$ cat src/cgc_pkg.sv
`default_nettype none
package cgc_pkg;

    // register indexes as printed; byte address is four times the index
    localparam logic [31:0] CGC_IDX_CHG_CTRL2   = 32'h50001b0a;
    localparam logic [31:0] CGC_IDX_CHG_STATE   = 32'h50001b0c;
    localparam logic [31:0] CGC_IDX_GAUGE_CTRL1 = 32'h50001b40;
    localparam logic [31:0] CGC_IDX_ACC_LOW     = 32'h50001b48;
    localparam logic [31:0] CGC_IDX_ACC_MID     = 32'h50001b4a;
    localparam logic [31:0] CGC_IDX_ACC_HIGH    = 32'h50001b4c;
    localparam logic [31:0] CGC_IDX_ACC_AVG     = 32'h50001b50;

    // only the low address bits are decoded
    localparam int          CGC_DEC_BITS = 12;

    // reset values
    localparam logic [15:0] CGC_RST_CHG_CTRL2   = 16'h0f07;
    localparam logic [15:0] CGC_RST_GAUGE_CTRL1 = 16'hd880;

    // test selector codes
    localparam logic [2:0]  CGC_TEST_NONE       = 3'h0;
    localparam logic [2:0]  CGC_TEST_RESERVED   = 3'h7;

    // accumulator layout and synchroniser width
    localparam int          CGC_ACC_W      = 40;
    localparam int          CGC_WORD_W     = 16;
    localparam int          CGC_HIGH_W     = 8;
    localparam int          CGC_SYNC_W     = 7;

    // register select codes, one-hot apart from the all-zero none code
    typedef enum logic [7:0] {
        CGC_SEL_NONE  = 8'h00,
        CGC_SEL_CTRL2 = 8'h01,
        CGC_SEL_STATE = 8'h02,
        CGC_SEL_GCTL  = 8'h04,
        CGC_SEL_ACCL  = 8'h08,
        CGC_SEL_ACCM  = 8'h10,
        CGC_SEL_ACCH  = 8'h20,
        CGC_SEL_AVG   = 8'h40
    } cgc_sel_e;

    // charger control word two
    typedef struct packed {
        logic [2:0]        test_select;
        logic [4:0]        offset_trim;
        logic signed [3:0] float_voltage_tweak;
        logic [3:0]        gain_trim;
    } cgc_chg_ctrl_s;

    // fuel gauge control word one
    typedef struct packed {
        logic [1:0] integ_cap;
        logic [1:0] bias_current;
        logic [2:0] sample_rate;
        logic       input_filter_on;
        logic [1:0] dac_scale;
        logic       chop_invert;
        logic       input_reroute;
        logic       mute;
        logic       reload_avg;
        logic       clear_acc;
        logic       enable;
    } cgc_gauge_ctrl_s;

    // charger state word
    typedef struct packed {
        logic [7:0] reserved_hi;
        logic       reserved_7;
        logic       die_heat_flag;
        logic       pack_hot_flag;
        logic       pack_temp_good_flag;
        logic       pack_cold_flag;
        logic       charge_done_flag;
        logic       voltage_loop_flag;
        logic       current_loop_flag;
    } cgc_chg_state_s;

endpackage
`default_nettype wire

$ cat src/cgc_regs.sv
// Notes on behaviour
// - test selector: zero routes nothing, one to six pick, seven reserved
// - offset trim resets to 0xf, gain trim to 0x7; test only
// - float voltage tweak held as four-bit two's complement value
// - die heat flag reads one while die is too hot
// - pack hot flag reads one when thermistor below half supply
// - pack temp good flag reads one between half and seven eighths
// - pack cold flag reads one above seven eighths of supply
// - charge done flag reads one below ten percent current, charger on
// - voltage loop flag reads one in constant voltage regulation
// - current loop flag reads one in constant current regulation
// - integrator capacitor field 1/2/4/8 pF, resets to code three
// - bias current field 2/1/0.5/0.25 uA, resets to code one
// - sample rate: zero automatic, one to seven double from 18 kHz
// - input filter bit enables low-pass filter before integrator
// - dac scale field quarter to double bias, resets to code two
// - chop bit inverts converter inputs and outputs when one
// - input reroute bit stored and read back, no effect
// - mute bit ties converter input voltage to zero
// - reload copies low accumulator word to average; clear zeroes accumulator
// - enable zero: analog off, accumulator still writable by software
// - accumulator adds converter charge each sample, read as two 16-bit words and one 8-bit word
`timescale 1ns/1ps
`default_nettype none
module cgc_regs
    import cgc_pkg::*;
(
    input  wire logic                  pclk,            // bus clock
    input  wire logic                  presetn,         // async reset
    input  wire logic                  psel,            // apb select
    input  wire logic                  penable,         // apb enable
    input  wire logic                  pwrite,          // apb direction
    input  wire logic [31:0]           paddr,           // apb byte address
    input  wire logic [31:0]           pwdata,          // apb write data
    output logic      [31:0]           prdata,          // apb read data
    output logic                       pready,          // apb ready
    output logic                       pslverr,         // unmapped access
    input  wire logic                  die_hot_in,      // die over limit
    input  wire logic                  therm_below_half, // thermistor < 1/2
    input  wire logic                  therm_above_7_8, // thermistor > 7/8
    input  wire logic                  current_low_in,  // current < 10 %
    input  wire logic                  cv_regulating,   // voltage loop
    input  wire logic                  cc_regulating,   // current loop
    input  wire logic                  charger_on,      // charger enabled
    input  wire logic                  sample_tick,     // converter sample
    input  wire logic signed [15:0]    charge_value,    // converter charge
    output cgc_chg_ctrl_s              charger_ctrl,    // charger analog ctl
    output cgc_gauge_ctrl_s            gauge_ctrl,      // gauge analog ctl
    output logic                       testbus_route,   // test pin routing
    output logic                       filter_bypass,   // filter bypassed
    output logic                       converter_on,    // gauge analog on
    output logic                       input_grounded   // converter muted
);

    // bus phase decode
    logic                   setup_phase;
    logic                   wr_take;
    cgc_sel_e               cur_sel;
    logic [15:0]            wdata16;
    cgc_gauge_ctrl_s        wr_gauge;
    logic                   ctl_wr;
    logic                   gctl_wr;
    logic                   acc_wr_low;
    logic                   acc_wr_mid;
    logic                   acc_wr_high;

    // synchronised analog levels
    logic [CGC_SYNC_W-1:0]  async_in;
    logic [CGC_SYNC_W-1:0]  sync_a;
    logic [CGC_SYNC_W-1:0]  sync_b;
    logic                   tick_d;
    logic                   tick_rise;
    logic signed [15:0]     sample_hold;
    logic                   add_pending;

    // state registers
    cgc_chg_state_s         chg_state;
    logic [CGC_ACC_W-1:0]   charge_accumulator;
    logic [15:0]            charge_average;
    logic                   clear_pulse;
    logic                   reload_pulse;

    // map a byte address to a one-hot register select
    function automatic cgc_sel_e sel_of(input logic [31:0] addr);
        logic [CGC_DEC_BITS-1:0] a;
        a = addr[CGC_DEC_BITS-1:0];
        if (a == {CGC_IDX_CHG_CTRL2[CGC_DEC_BITS-3:0], 2'b00}) begin
            sel_of = CGC_SEL_CTRL2;
        end else if (a == {CGC_IDX_CHG_STATE[CGC_DEC_BITS-3:0], 2'b00}) begin
            sel_of = CGC_SEL_STATE;
        end else if (a == {CGC_IDX_GAUGE_CTRL1[CGC_DEC_BITS-3:0], 2'b00}) begin
            sel_of = CGC_SEL_GCTL;
        end else if (a == {CGC_IDX_ACC_LOW[CGC_DEC_BITS-3:0], 2'b00}) begin
            sel_of = CGC_SEL_ACCL;
        end else if (a == {CGC_IDX_ACC_MID[CGC_DEC_BITS-3:0], 2'b00}) begin
            sel_of = CGC_SEL_ACCM;
        end else if (a == {CGC_IDX_ACC_HIGH[CGC_DEC_BITS-3:0], 2'b00}) begin
            sel_of = CGC_SEL_ACCH;
        end else if (a == {CGC_IDX_ACC_AVG[CGC_DEC_BITS-3:0], 2'b00}) begin
            sel_of = CGC_SEL_AVG;
        end else begin
            sel_of = CGC_SEL_NONE;
        end
    endfunction

    // bus phases; write lands on the edge where pready is seen high
    assign setup_phase = psel & ~penable;
    assign wr_take     = psel & penable & pready & pwrite;
    assign cur_sel     = sel_of(paddr);
    assign wdata16     = pwdata[15:0];
    assign wr_gauge    = cgc_gauge_ctrl_s'(wdata16);

    // write strobes, one per writable word
    assign ctl_wr      = wr_take & (cur_sel == CGC_SEL_CTRL2);
    assign gctl_wr     = wr_take & (cur_sel == CGC_SEL_GCTL);
    assign acc_wr_low  = wr_take & ~gauge_ctrl.enable &
                         (cur_sel == CGC_SEL_ACCL);
    assign acc_wr_mid  = wr_take & ~gauge_ctrl.enable &
                         (cur_sel == CGC_SEL_ACCM);
    assign acc_wr_high = wr_take & ~gauge_ctrl.enable &
                         (cur_sel == CGC_SEL_ACCH);

    // one wait-free access cycle: pready high in every access phase
    always_ff @(posedge pclk or negedge presetn) begin
        if (!presetn) begin
            pready <= 1'b0;
        end else begin
            pready <= setup_phase;
        end
    end

    // unmapped address answers with an error, also writes to read-only
    always_ff @(posedge pclk or negedge presetn) begin
        if (!presetn) begin
            pslverr <= 1'b0;
        end else if (setup_phase) begin
            pslverr <= (cur_sel == CGC_SEL_NONE) |
                       (pwrite & ((cur_sel == CGC_SEL_STATE) |
                                  (cur_sel == CGC_SEL_AVG)));
        end else begin
            pslverr <= 1'b0;
        end
    end

    // read data captured in the setup cycle, upper bits zero
    always_ff @(posedge pclk or negedge presetn) begin
        if (!presetn) begin
            prdata <= 32'h0000_0000;
        end else if (setup_phase && !pwrite) begin
            case (cur_sel)
                CGC_SEL_CTRL2: begin
                    prdata <= {16'h0000, charger_ctrl};
                end
                CGC_SEL_STATE: begin
                    prdata <= {16'h0000, 9'h000, chg_state[6:0]};
                end
                CGC_SEL_GCTL: begin
                    prdata <= {16'h0000, gauge_ctrl};
                end
                CGC_SEL_ACCL: begin
                    prdata <= {16'h0000, charge_accumulator[15:0]};
                end
                CGC_SEL_ACCM: begin
                    prdata <= {16'h0000, charge_accumulator[31:16]};
                end
                CGC_SEL_ACCH: begin
                    prdata <= {24'h000000,
                               charge_accumulator[CGC_ACC_W-1:32]};
                end
                CGC_SEL_AVG: begin
                    prdata <= {16'h0000, charge_average};
                end
                default: begin
                    prdata <= 32'h0000_0000;
                end
            endcase
        end else begin
            prdata <= 32'h0000_0000;
        end
    end

    // charger control word two
    always_ff @(posedge pclk or negedge presetn) begin
        if (!presetn) begin
            charger_ctrl <= cgc_chg_ctrl_s'(CGC_RST_CHG_CTRL2);
        end else if (ctl_wr) begin
            charger_ctrl <= cgc_chg_ctrl_s'(wdata16);
        end
    end

    // gauge control word one
    always_ff @(posedge pclk or negedge presetn) begin
        if (!presetn) begin
            gauge_ctrl <= cgc_gauge_ctrl_s'(CGC_RST_GAUGE_CTRL1);
        end else if (gctl_wr) begin
            gauge_ctrl <= wr_gauge;
        end
    end

    // one-cycle clear action for each written one
    always_ff @(posedge pclk or negedge presetn) begin
        if (!presetn) begin
            clear_pulse <= 1'b0;
        end else begin
            clear_pulse <= gctl_wr & wr_gauge.clear_acc;
        end
    end

    // one-cycle reload action for each written one
    always_ff @(posedge pclk or negedge presetn) begin
        if (!presetn) begin
            reload_pulse <= 1'b0;
        end else begin
            reload_pulse <= gctl_wr & wr_gauge.reload_avg;
        end
    end

    // test pin routing
    always_ff @(posedge pclk or negedge presetn) begin
        if (!presetn) begin
            testbus_route <= 1'b0;
        end else begin
            // route only codes one to six
            testbus_route <= (charger_ctrl.test_select != CGC_TEST_NONE) &&
                             (charger_ctrl.test_select != CGC_TEST_RESERVED);
        end
    end

    // filter bypass, inverse of the filter bit
    always_ff @(posedge pclk or negedge presetn) begin
        if (!presetn) begin
            filter_bypass <= 1'b1;
        end else begin
            filter_bypass <= ~gauge_ctrl.input_filter_on;
        end
    end

    // gauge analog power
    always_ff @(posedge pclk or negedge presetn) begin
        if (!presetn) begin
            converter_on <= 1'b0;
        end else begin
            converter_on <= gauge_ctrl.enable;
        end
    end

    // converter input muting
    always_ff @(posedge pclk or negedge presetn) begin
        if (!presetn) begin
            input_grounded <= 1'b0;
        end else begin
            input_grounded <= gauge_ctrl.mute;
        end
    end

    // analog levels gathered for the synchronisers
    assign async_in = {sample_tick, cc_regulating, cv_regulating,
                       current_low_in, therm_above_7_8, therm_below_half,
                       die_hot_in};

    // two flip-flop synchronisers
    genvar gi;
    generate
        for (gi = 0; gi < CGC_SYNC_W; gi++) begin : g_sync
            always_ff @(posedge pclk or negedge presetn) begin
                if (!presetn) begin
                    sync_a[gi] <= 1'b0;
                    sync_b[gi] <= 1'b0;
                end else begin
                    sync_a[gi] <= async_in[gi];
                    sync_b[gi] <= sync_a[gi];
                end
            end
        end
    endgenerate

    // sample edge taken from the second stage only
    always_ff @(posedge pclk or negedge presetn) begin
        if (!presetn) begin
            tick_d <= 1'b0;
        end else begin
            tick_d <= sync_b[6];
        end
    end
    assign tick_rise = sync_b[6] & ~tick_d;

    // converter value held when the tick arrives
    always_ff @(posedge pclk or negedge presetn) begin
        if (!presetn) begin
            sample_hold <= 16'sh0000;
        end else if (tick_rise) begin
            sample_hold <= charge_value;
        end
    end

    // add one cycle later, from the held value, keeping the adder off pins
    always_ff @(posedge pclk or negedge presetn) begin
        if (!presetn) begin
            add_pending <= 1'b0;
        end else begin
            add_pending <= tick_rise;
        end
    end

    // charger state flags
    always_ff @(posedge pclk or negedge presetn) begin
        if (!presetn) begin
            chg_state <= '0;
        end else begin
            chg_state.reserved_hi         <= 8'h00;
            chg_state.reserved_7          <= 1'b0;
            chg_state.die_heat_flag       <= sync_b[0];
            chg_state.pack_hot_flag       <= sync_b[1];
            chg_state.pack_temp_good_flag <= ~sync_b[1] & ~sync_b[2];
            chg_state.pack_cold_flag      <= sync_b[2] & ~sync_b[1];
            chg_state.charge_done_flag    <= sync_b[3] & charger_on;
            chg_state.voltage_loop_flag   <= sync_b[4] & charger_on;
            chg_state.current_loop_flag   <= sync_b[5] & charger_on;
        end
    end

    // charge accumulator: clear, software write, then sample add
    always_ff @(posedge pclk or negedge presetn) begin
        if (!presetn) begin
            charge_accumulator <= '0;
        end else if (clear_pulse) begin
            charge_accumulator <= '0;
        end else if (acc_wr_low) begin
            charge_accumulator[15:0] <= wdata16;
        end else if (acc_wr_mid) begin
            charge_accumulator[31:16] <= wdata16;
        end else if (acc_wr_high) begin
            charge_accumulator[CGC_ACC_W-1:32] <= wdata16[CGC_HIGH_W-1:0];
        end else if (add_pending && gauge_ctrl.enable) begin
            charge_accumulator <= charge_accumulator +
                CGC_ACC_W'({{(CGC_ACC_W-16){sample_hold[15]}},
                            sample_hold});
        end
    end

    // averaged charge reload
    always_ff @(posedge pclk or negedge presetn) begin
        if (!presetn) begin
            charge_average <= 16'h0000;
        end else if (reload_pulse) begin
            charge_average <= charge_accumulator[15:0];
        end
    end

endmodule
`default_nettype wire

$ cat config.mk
export PLATFORM = sky130hd
export DESIGN_NAME = cgc_regs
export DESIGN_NICKNAME = d
export VERILOG_FILES = /design/src/cgc_pkg.sv /design/src/cgc_regs.sv
export SDC_FILE = /design/constraint.sdc
export NUM_CORES = 1
export LEC_CHECK = 0
export BUFFER_PORTS_ARGS = -buffer_cell sky130_fd_sc_hd__clkbuf_2
export CAP_MARGIN = 20
export CORE_MARGIN = 2
export CORE_UTILIZATION = 56
export CTS_CLUSTER_DIAMETER = 50
export DETAILED_ROUTE_END_ITERATION = 8
export MAX_ROUTING_LAYER = met4
export PLACE_DENSITY = 0.81
export SLEW_MARGIN = 20
export SYNTH_ARGS = -nofsm -noshare
export SYNTH_HDL_FRONTEND = slang
export SYNTH_SLANG_ARGS = --single-unit
$ cat constraint.sdc
create_clock -name pclk -period 4 [get_ports pclk]
set_clock_uncertainty 0.2 [all_clocks]
set_input_delay 0.2 -clock pclk [delete_from_list [all_inputs] [get_ports pclk]]
set_output_delay 0.2 -clock pclk [all_outputs]
set_load 0.03 [all_outputs]
**Word-level counts from Yosys, hierarchy flattened**

Cells that the tools add are included.

- Input port bits: 93
- Register bits: 167
- Output and inout port bits: 70

- Reduce and logical (&&, ||, !) cells: 12
- Equality and inequality tests: 20
- $add $sub $neg: 1
- Muxes and demuxes: 19
- Bitwise operators: 27

Operators by type and width:

| cell | count |
|---|---|
| case mux 16 bit (7 select lines) | 1 |
| == test 12 bit, second input constant | 7 |
| two-way mux 40 bit | 2 |
| two-way mux 32 bit | 2 |
| two-way mux 8 bit | 8 |
| two-way mux 16 bit | 3 |
| adder 40 bit | 1 |
| two-way mux 24 bit | 1 |
| bitwise AND 1 bit | 19 |
| nonzero test 3 bit | 4 |
| inequality test 3 x 2 -> 1 bit, second input constant | 3 |
| AND reduction 3 bit | 3 |
| == test 8 x 1 -> 1 bit, second input constant | 1 |
| == test 8 x 2 -> 1 bit, second input constant | 1 |
| == test 8 x 3 -> 1 bit, second input constant | 1 |
| == test 8 x 4 -> 1 bit, second input constant | 1 |
| == test 8 x 5 -> 1 bit, second input constant | 1 |
| == test 8 x 6 -> 1 bit, second input constant | 1 |
| == test 8 x 7 -> 1 bit, second input constant | 1 |
| logical NOT 8 bit | 1 |
| two-way mux 7 bit | 1 |
| NOT 1 bit | 6 |
| inequality test 2 x 1 -> 1 bit, second input constant | 2 |
| logical AND 1 bit | 3 |
| other kinds (4) | 5 |

**Logic depth before layout (Yosys ltp)**

- Depth in word-level cells: 14
- Mapped depth: 13
- Gate-level depth less buffers: 13

**Worst setup path after synthesis**

OpenSTA, ideal clock, no wires.

- Path type: register to register
- Start point: register sample_hold[15]
- End point: register charge_accumulator[37]
- Path slack: 0.365 ns
- Data required time: 3.665 ns
- Data arrival time: 3.300 ns
- Stages on the path, launching flop included: 12
- Period minus slack after synthesis: 3.635 ns
- Cells stage by stage: dfrtp_1 > ha_1 > a21oi_2 > o21ai_1 > or2_0 > a2111o_1 > a221oi_2 > nor4_1 > o32a_4 > a31oi_4 > xor2_1 > o22ai_1

- Word-level cells in the longest chain between the ends: 6

RTL lines:

| what | line | RTL |
|---|---|---|
| start: declaration | cgc_regs.sv:73 | `logic signed [15:0] sample_hold;` |
| start signal: assignment | cgc_regs.sv:292 | `sample_hold <= charge_value;` |
| adder 40 bit | cgc_regs.sv:335 | `charge_accumulator <= charge_accumulator +` |
| two-way mux 40 bit | cgc_regs.sv:334 | `end else if (add_pending && gauge_ctrl.enable) begin` |
| two-way mux 8 bit | cgc_regs.sv:332 | `end else if (acc_wr_high) begin` |
| two-way mux 8 bit | cgc_regs.sv:330 | `end else if (acc_wr_mid) begin` |
| two-way mux 24 bit | cgc_regs.sv:328 | `end else if (acc_wr_low) begin` |
| two-way mux 40 bit | cgc_regs.sv:326 | `end else if (clear_pulse) begin` |
| end signal: indexed assignment | cgc_regs.sv:333 | `charge_accumulator[CGC_ACC_W-1:32] <= wdata16[CGC_HIGH_W-1:0];` |
| end signal: assignment | cgc_regs.sv:335 |  |
| end: declaration | cgc_regs.sv:78 | `logic [CGC_ACC_W-1:0] charge_accumulator;` |

No other way between the ends. The select of a mux whose other input is x is not followed.
A chain may end at the register's enable or synchronous reset.

**Worst setup path in the final report**

Ends and elaborated chain as after synthesis.

==> impl_metrics.py <==
metrics = {
    "critical_path": {
        "r2r_slack_ps": 220,
        "cp-start-kind": "flop",
        "critPathSlowestCell": "dfrtp_1",
        "cp_max_fo": 8,
        "crit_path_cell_trace": "ha_1 -> a21oi_1 -> o21ai_1 -> or2_0 -> a2111o_1 -> a221oi_2 -> nor4_1 -> o32a_4 -> a31oi_4 -> xor2_1 -> o22ai_1",
        "r2r-start": "sample_hold[15]",
        "end_kind": "flop",
        "crit_arrival_ps": 3890,
        "path_class": "reg2reg",
        "r2r_end": "charge_accumulator[37]",
        "slowest_delay_ps": 480,
        "cpLargestDelayFamily": "compound AO/OA/AOI/OAI gates",
        "rr_worst_depth": 11,
        "crit_required_ps": 4110,
        "cp_num_buf_inv": 0,
    },
    "global_route": {
        "grt_pass1_wl_mm": 40.8,
        "antenna_found_initial": 0,
        "grt_util_all_layers": 0.343,
        "grt_max_degree": 97,
        "overflow": 0,
        "grt_pass1_vias": 7366,
    },
    "drt": {
        "wl_per_cell_um": 22.1,
        "dr.first_iter.drc_count": 917,
        "vias": 7725,
        "vias_per_cell": 6.44,
        "firstDrtPassIters": 5,
        "detail_route.wirelength_mm": 26.5,
        "drc_errors": 0,
        "ant_nets": 0,
    },
    "yosys": {
        "ys_seq_elements": 151,
        "ys_seq_area_frac": 0.444,
        "yosys-top-cells-area": "dfrtp_1 40%, mux2_2 8.0%, ha_1 5.7%, dfstp_2 4.0%, a21oi_1 3.9%",
        "yosys_most_used_dff": "dfrtp_1",
        "synth.mux.area_fraction": 0.101,
        "yosys.cell_types.count": 66,
        "syn_area_um2": 8550,
        "yosysMostFrequentCell": "dfrtp_1",
        "synthCells": 855,
        "syn_avg_cell_area_um2": 10.0,
        "synth_simple_gate_area_frac": 0.121,
        "synth_top_family_by_area": "compound AO/OA/AOI/OAI gates",
        "synth_enable_flop_cells": 0,
        "synth_compound_area_frac": 0.196,
        "synth_top_area_cell": "dfrtp_1",
        "synthAdderAreaFrac": 0.0594,
        "synthXorXnorAreaFrac": 0.0328,
        "synth_common_cells": "138 x dfrtp_1, 81 x nand2_1, 67 x a21oi_1, 67 x nor2_1, 61 x mux2_2",
        "synth_warnings": 0,
        "ys_async_sr_fraction": 1.00,
        "synth_top_area_frac": 0.404,
    },
    "floorplan": {
        "core_area_um2": 15000,
        "die_w_um": 128,
        "io_pins": 163,
        "die_area_um2": 16300,
        "rows": 45,
        "initial_core_util": 0.569,
        "fp.dieH_um": 128,
    },
    "power": {
        "power_frac_seq": 0.395,
        "pwr-share-comb": 0.204,
        "switchingPower_mw": 1.29,
        "powerDensity_nw_per_um2": 391,
        "p_int_mw": 2.74,
        "clkPwrFrac": 0.401,
        "p_sw_frac": 0.321,
        "peakVddDrop_uv": 429,
        "leakagePower_nw": 4.79,
    },
    "cts": {
        "postCtsSetupBuffers": 0,
        "numCtsBuffers": 17,
        "htree_levels": 4,
        "clk_pin_slew_ps": 70,
        "clkLatencyLatePin_ps": 450,
        "cts_buffer_depth": 2,
        "cts_tree": "done",
        "cts_resized": 0,
        "ctsRootBufferMaster": "clkbuf_16",
        "cts_sinks": 151,
    },
    "timing": {
        "timing.setup.tns_ps": 0,
        "worst_pin_slew_ps": 885,
        "clock.fmax_ghz": 0.264,
        "hold_violations": 0,
        "fin_crit_sh": 0.945,
        "setup_viol": 0,
        "min_period_ps": 3780,
        "maxSlewHeadroom": 0.410,
        "drv_slew": 0,
        "rsz0062_at_grt": "no",
    },
    "placement": {
        "gp_congestion": 0.942,
        "portBuffers": 110,
        "dp_hpwl_mm": 17.8,
    },
    "worst_hold_path": {
        "hold_path_class": "in2reg",
        "whs_path_depth": 3,
        "min_from": "pwdata[6]",
        "holdPathEnd": "charge_accumulator[6]",
    },
    "cells_and_area": {
        "diodes": 0,
        "layout.nets": 1132,
        "nFillCells": 1058,
        "drive_gt1_frac": 0.243,
        "final_util": 0.685,
        "syn_to_final_growth_pct": 20.4,
    },
    "run_status": {
        "status": "finished, final reports clean",
    },
    "flow_run": {
        "drv_cap": 0,
    },
}
metrics by stage:
stage / hold slack (ps) / power (mW) / instances / setup slack, ps / instance area (um2)
floorplan: -296 / 2.17 / 870 / 365 / 8610
global placement: 108 / 2.37 / 1124 / 405 / 9250
detailed placement: 110 / 2.38 / 1124 / 351 / 9250
CTS: 29.8 / 4.00 / 1199 / 316 / 10300
global route: 49.2 / 4.17 / 1200 / 49.5 / 10300
finish: 46.7 / 4.03 / 1200 / 219 / 10300
power groups by stage:
stage               sequential, mW  clock, mW  combinational, mW
floorplan                     1.62          0              0.551
global placement              1.62          0              0.754
detailed placement            1.62          0              0.760
CTS                           1.59       1.61              0.800
global route                  1.59       1.68              0.895
finish                        1.59       1.61              0.823
kinds of logic after synthesis:
group                    after synthesis
AO/OA/AOI/OAI                        243
XOR/XNOR                              32
adder cells (fa/ha/maj)               40
buffers and inverters                 83
flip-flops                           151
multiplexers                          79
other                                  1
AND/OR/NAND/NOR                      226
worst max path at each step:
stage	cells past startpoint	start	to	slack, ps
floorplan	11	sample_hold[15]	charge_accumulator[37]	370
global placement	11	sample_hold[15]	charge_accumulator[37]	410
detailed placement	14	charge_accumulator[0]	charge_accumulator[32]	350
CTS	14	charge_accumulator[0]	charge_accumulator[32]	320
global route	14	charge_accumulator[0]	charge_accumulator[32]	50
finish	11	sample_hold[15]	charge_accumulator[37]	220
final cells by class:
type	instances	area, um2	share of cell area
Multi-Input combinational cell	636	4450	0.432
Clock inverter	15	181	0.0176
Inverter	21	78.8	0.00766
Sequential cell	151	3790	0.369
Tap cell	188	235	0.0229
Clock buffer	17	425	0.0413
Timing Repair Buffer	172	1130	0.110
cells in the final DEF (no fill, tap or decap), types with 8 or more instances in the layout:
cell type | synthesis | routed
xor2_1 | 16 | 16
mux2_2 | 61 | 61
nor3_1 | 13 | 11
ha_1 | 39 | 39
nor2b_1 | 9 | 9
dlygate4sd3_1 | 0 | 43
a221oi_1 | 20 | 20
o21ai_0 | 35 | 35
nor2_1 | 67 | 67
nand2_1 | 81 | 81
mux2i_1 | 18 | 18
clkbuf_16 | 0 | 17
inv_1 | 21 | 21
a21o_1 | 22 | 22
xnor2_1 | 16 | 16
nand4_1 | 12 | 12
a311oi_1 | 10 | 10
buf_4 | 16 | 18
a211oi_1 | 11 | 11
dfstp_2 | 13 | 13
a22oi_1 | 13 | 13
conb_1 | 1 | 16
o22ai_1 | 8 | 8
a21oi_1 | 67 | 67
clkbuf_2 | 0 | 110
dfrtp_1 | 138 | 138
flip-flops by register name, summed over array words and instances, names as in the netlist, 7 cells and up:
name / cells
charge_accumulator: 40
charge_average: 16
charger_ctrl: 16
chg_state: 7
gauge_ctrl: 16
prdata: 16
sample_hold: 16
sync_a: 7
sync_b: 7
worst min-delay path, delay by kind of cell:
| family | cells | cell delay [ps] |
|---|---|---|
| buf+inv | 1 | 230 |
| simple gates | 1 | 160 |
| compound gates | 1 | 60 |
repair_timing:
action	4_1_cts	5_1_grt
hold buffers	43	0
endpoints found under the hold margin	163	0
endpoints found under the setup margin	0	0
metal layers:
metal  wire (um)  global-route usage  part of all wire  vias to the layer above
li1            -                   -                 -                     3415
met1       10300               0.440              0.39                     3718
met2       12400               0.517              0.47                      474
met3        2540              0.0812             0.096                      118
met4        1340               0.161             0.050                        0
met5           0                   -                 0                        -
(Power assumes the default switching activity.)
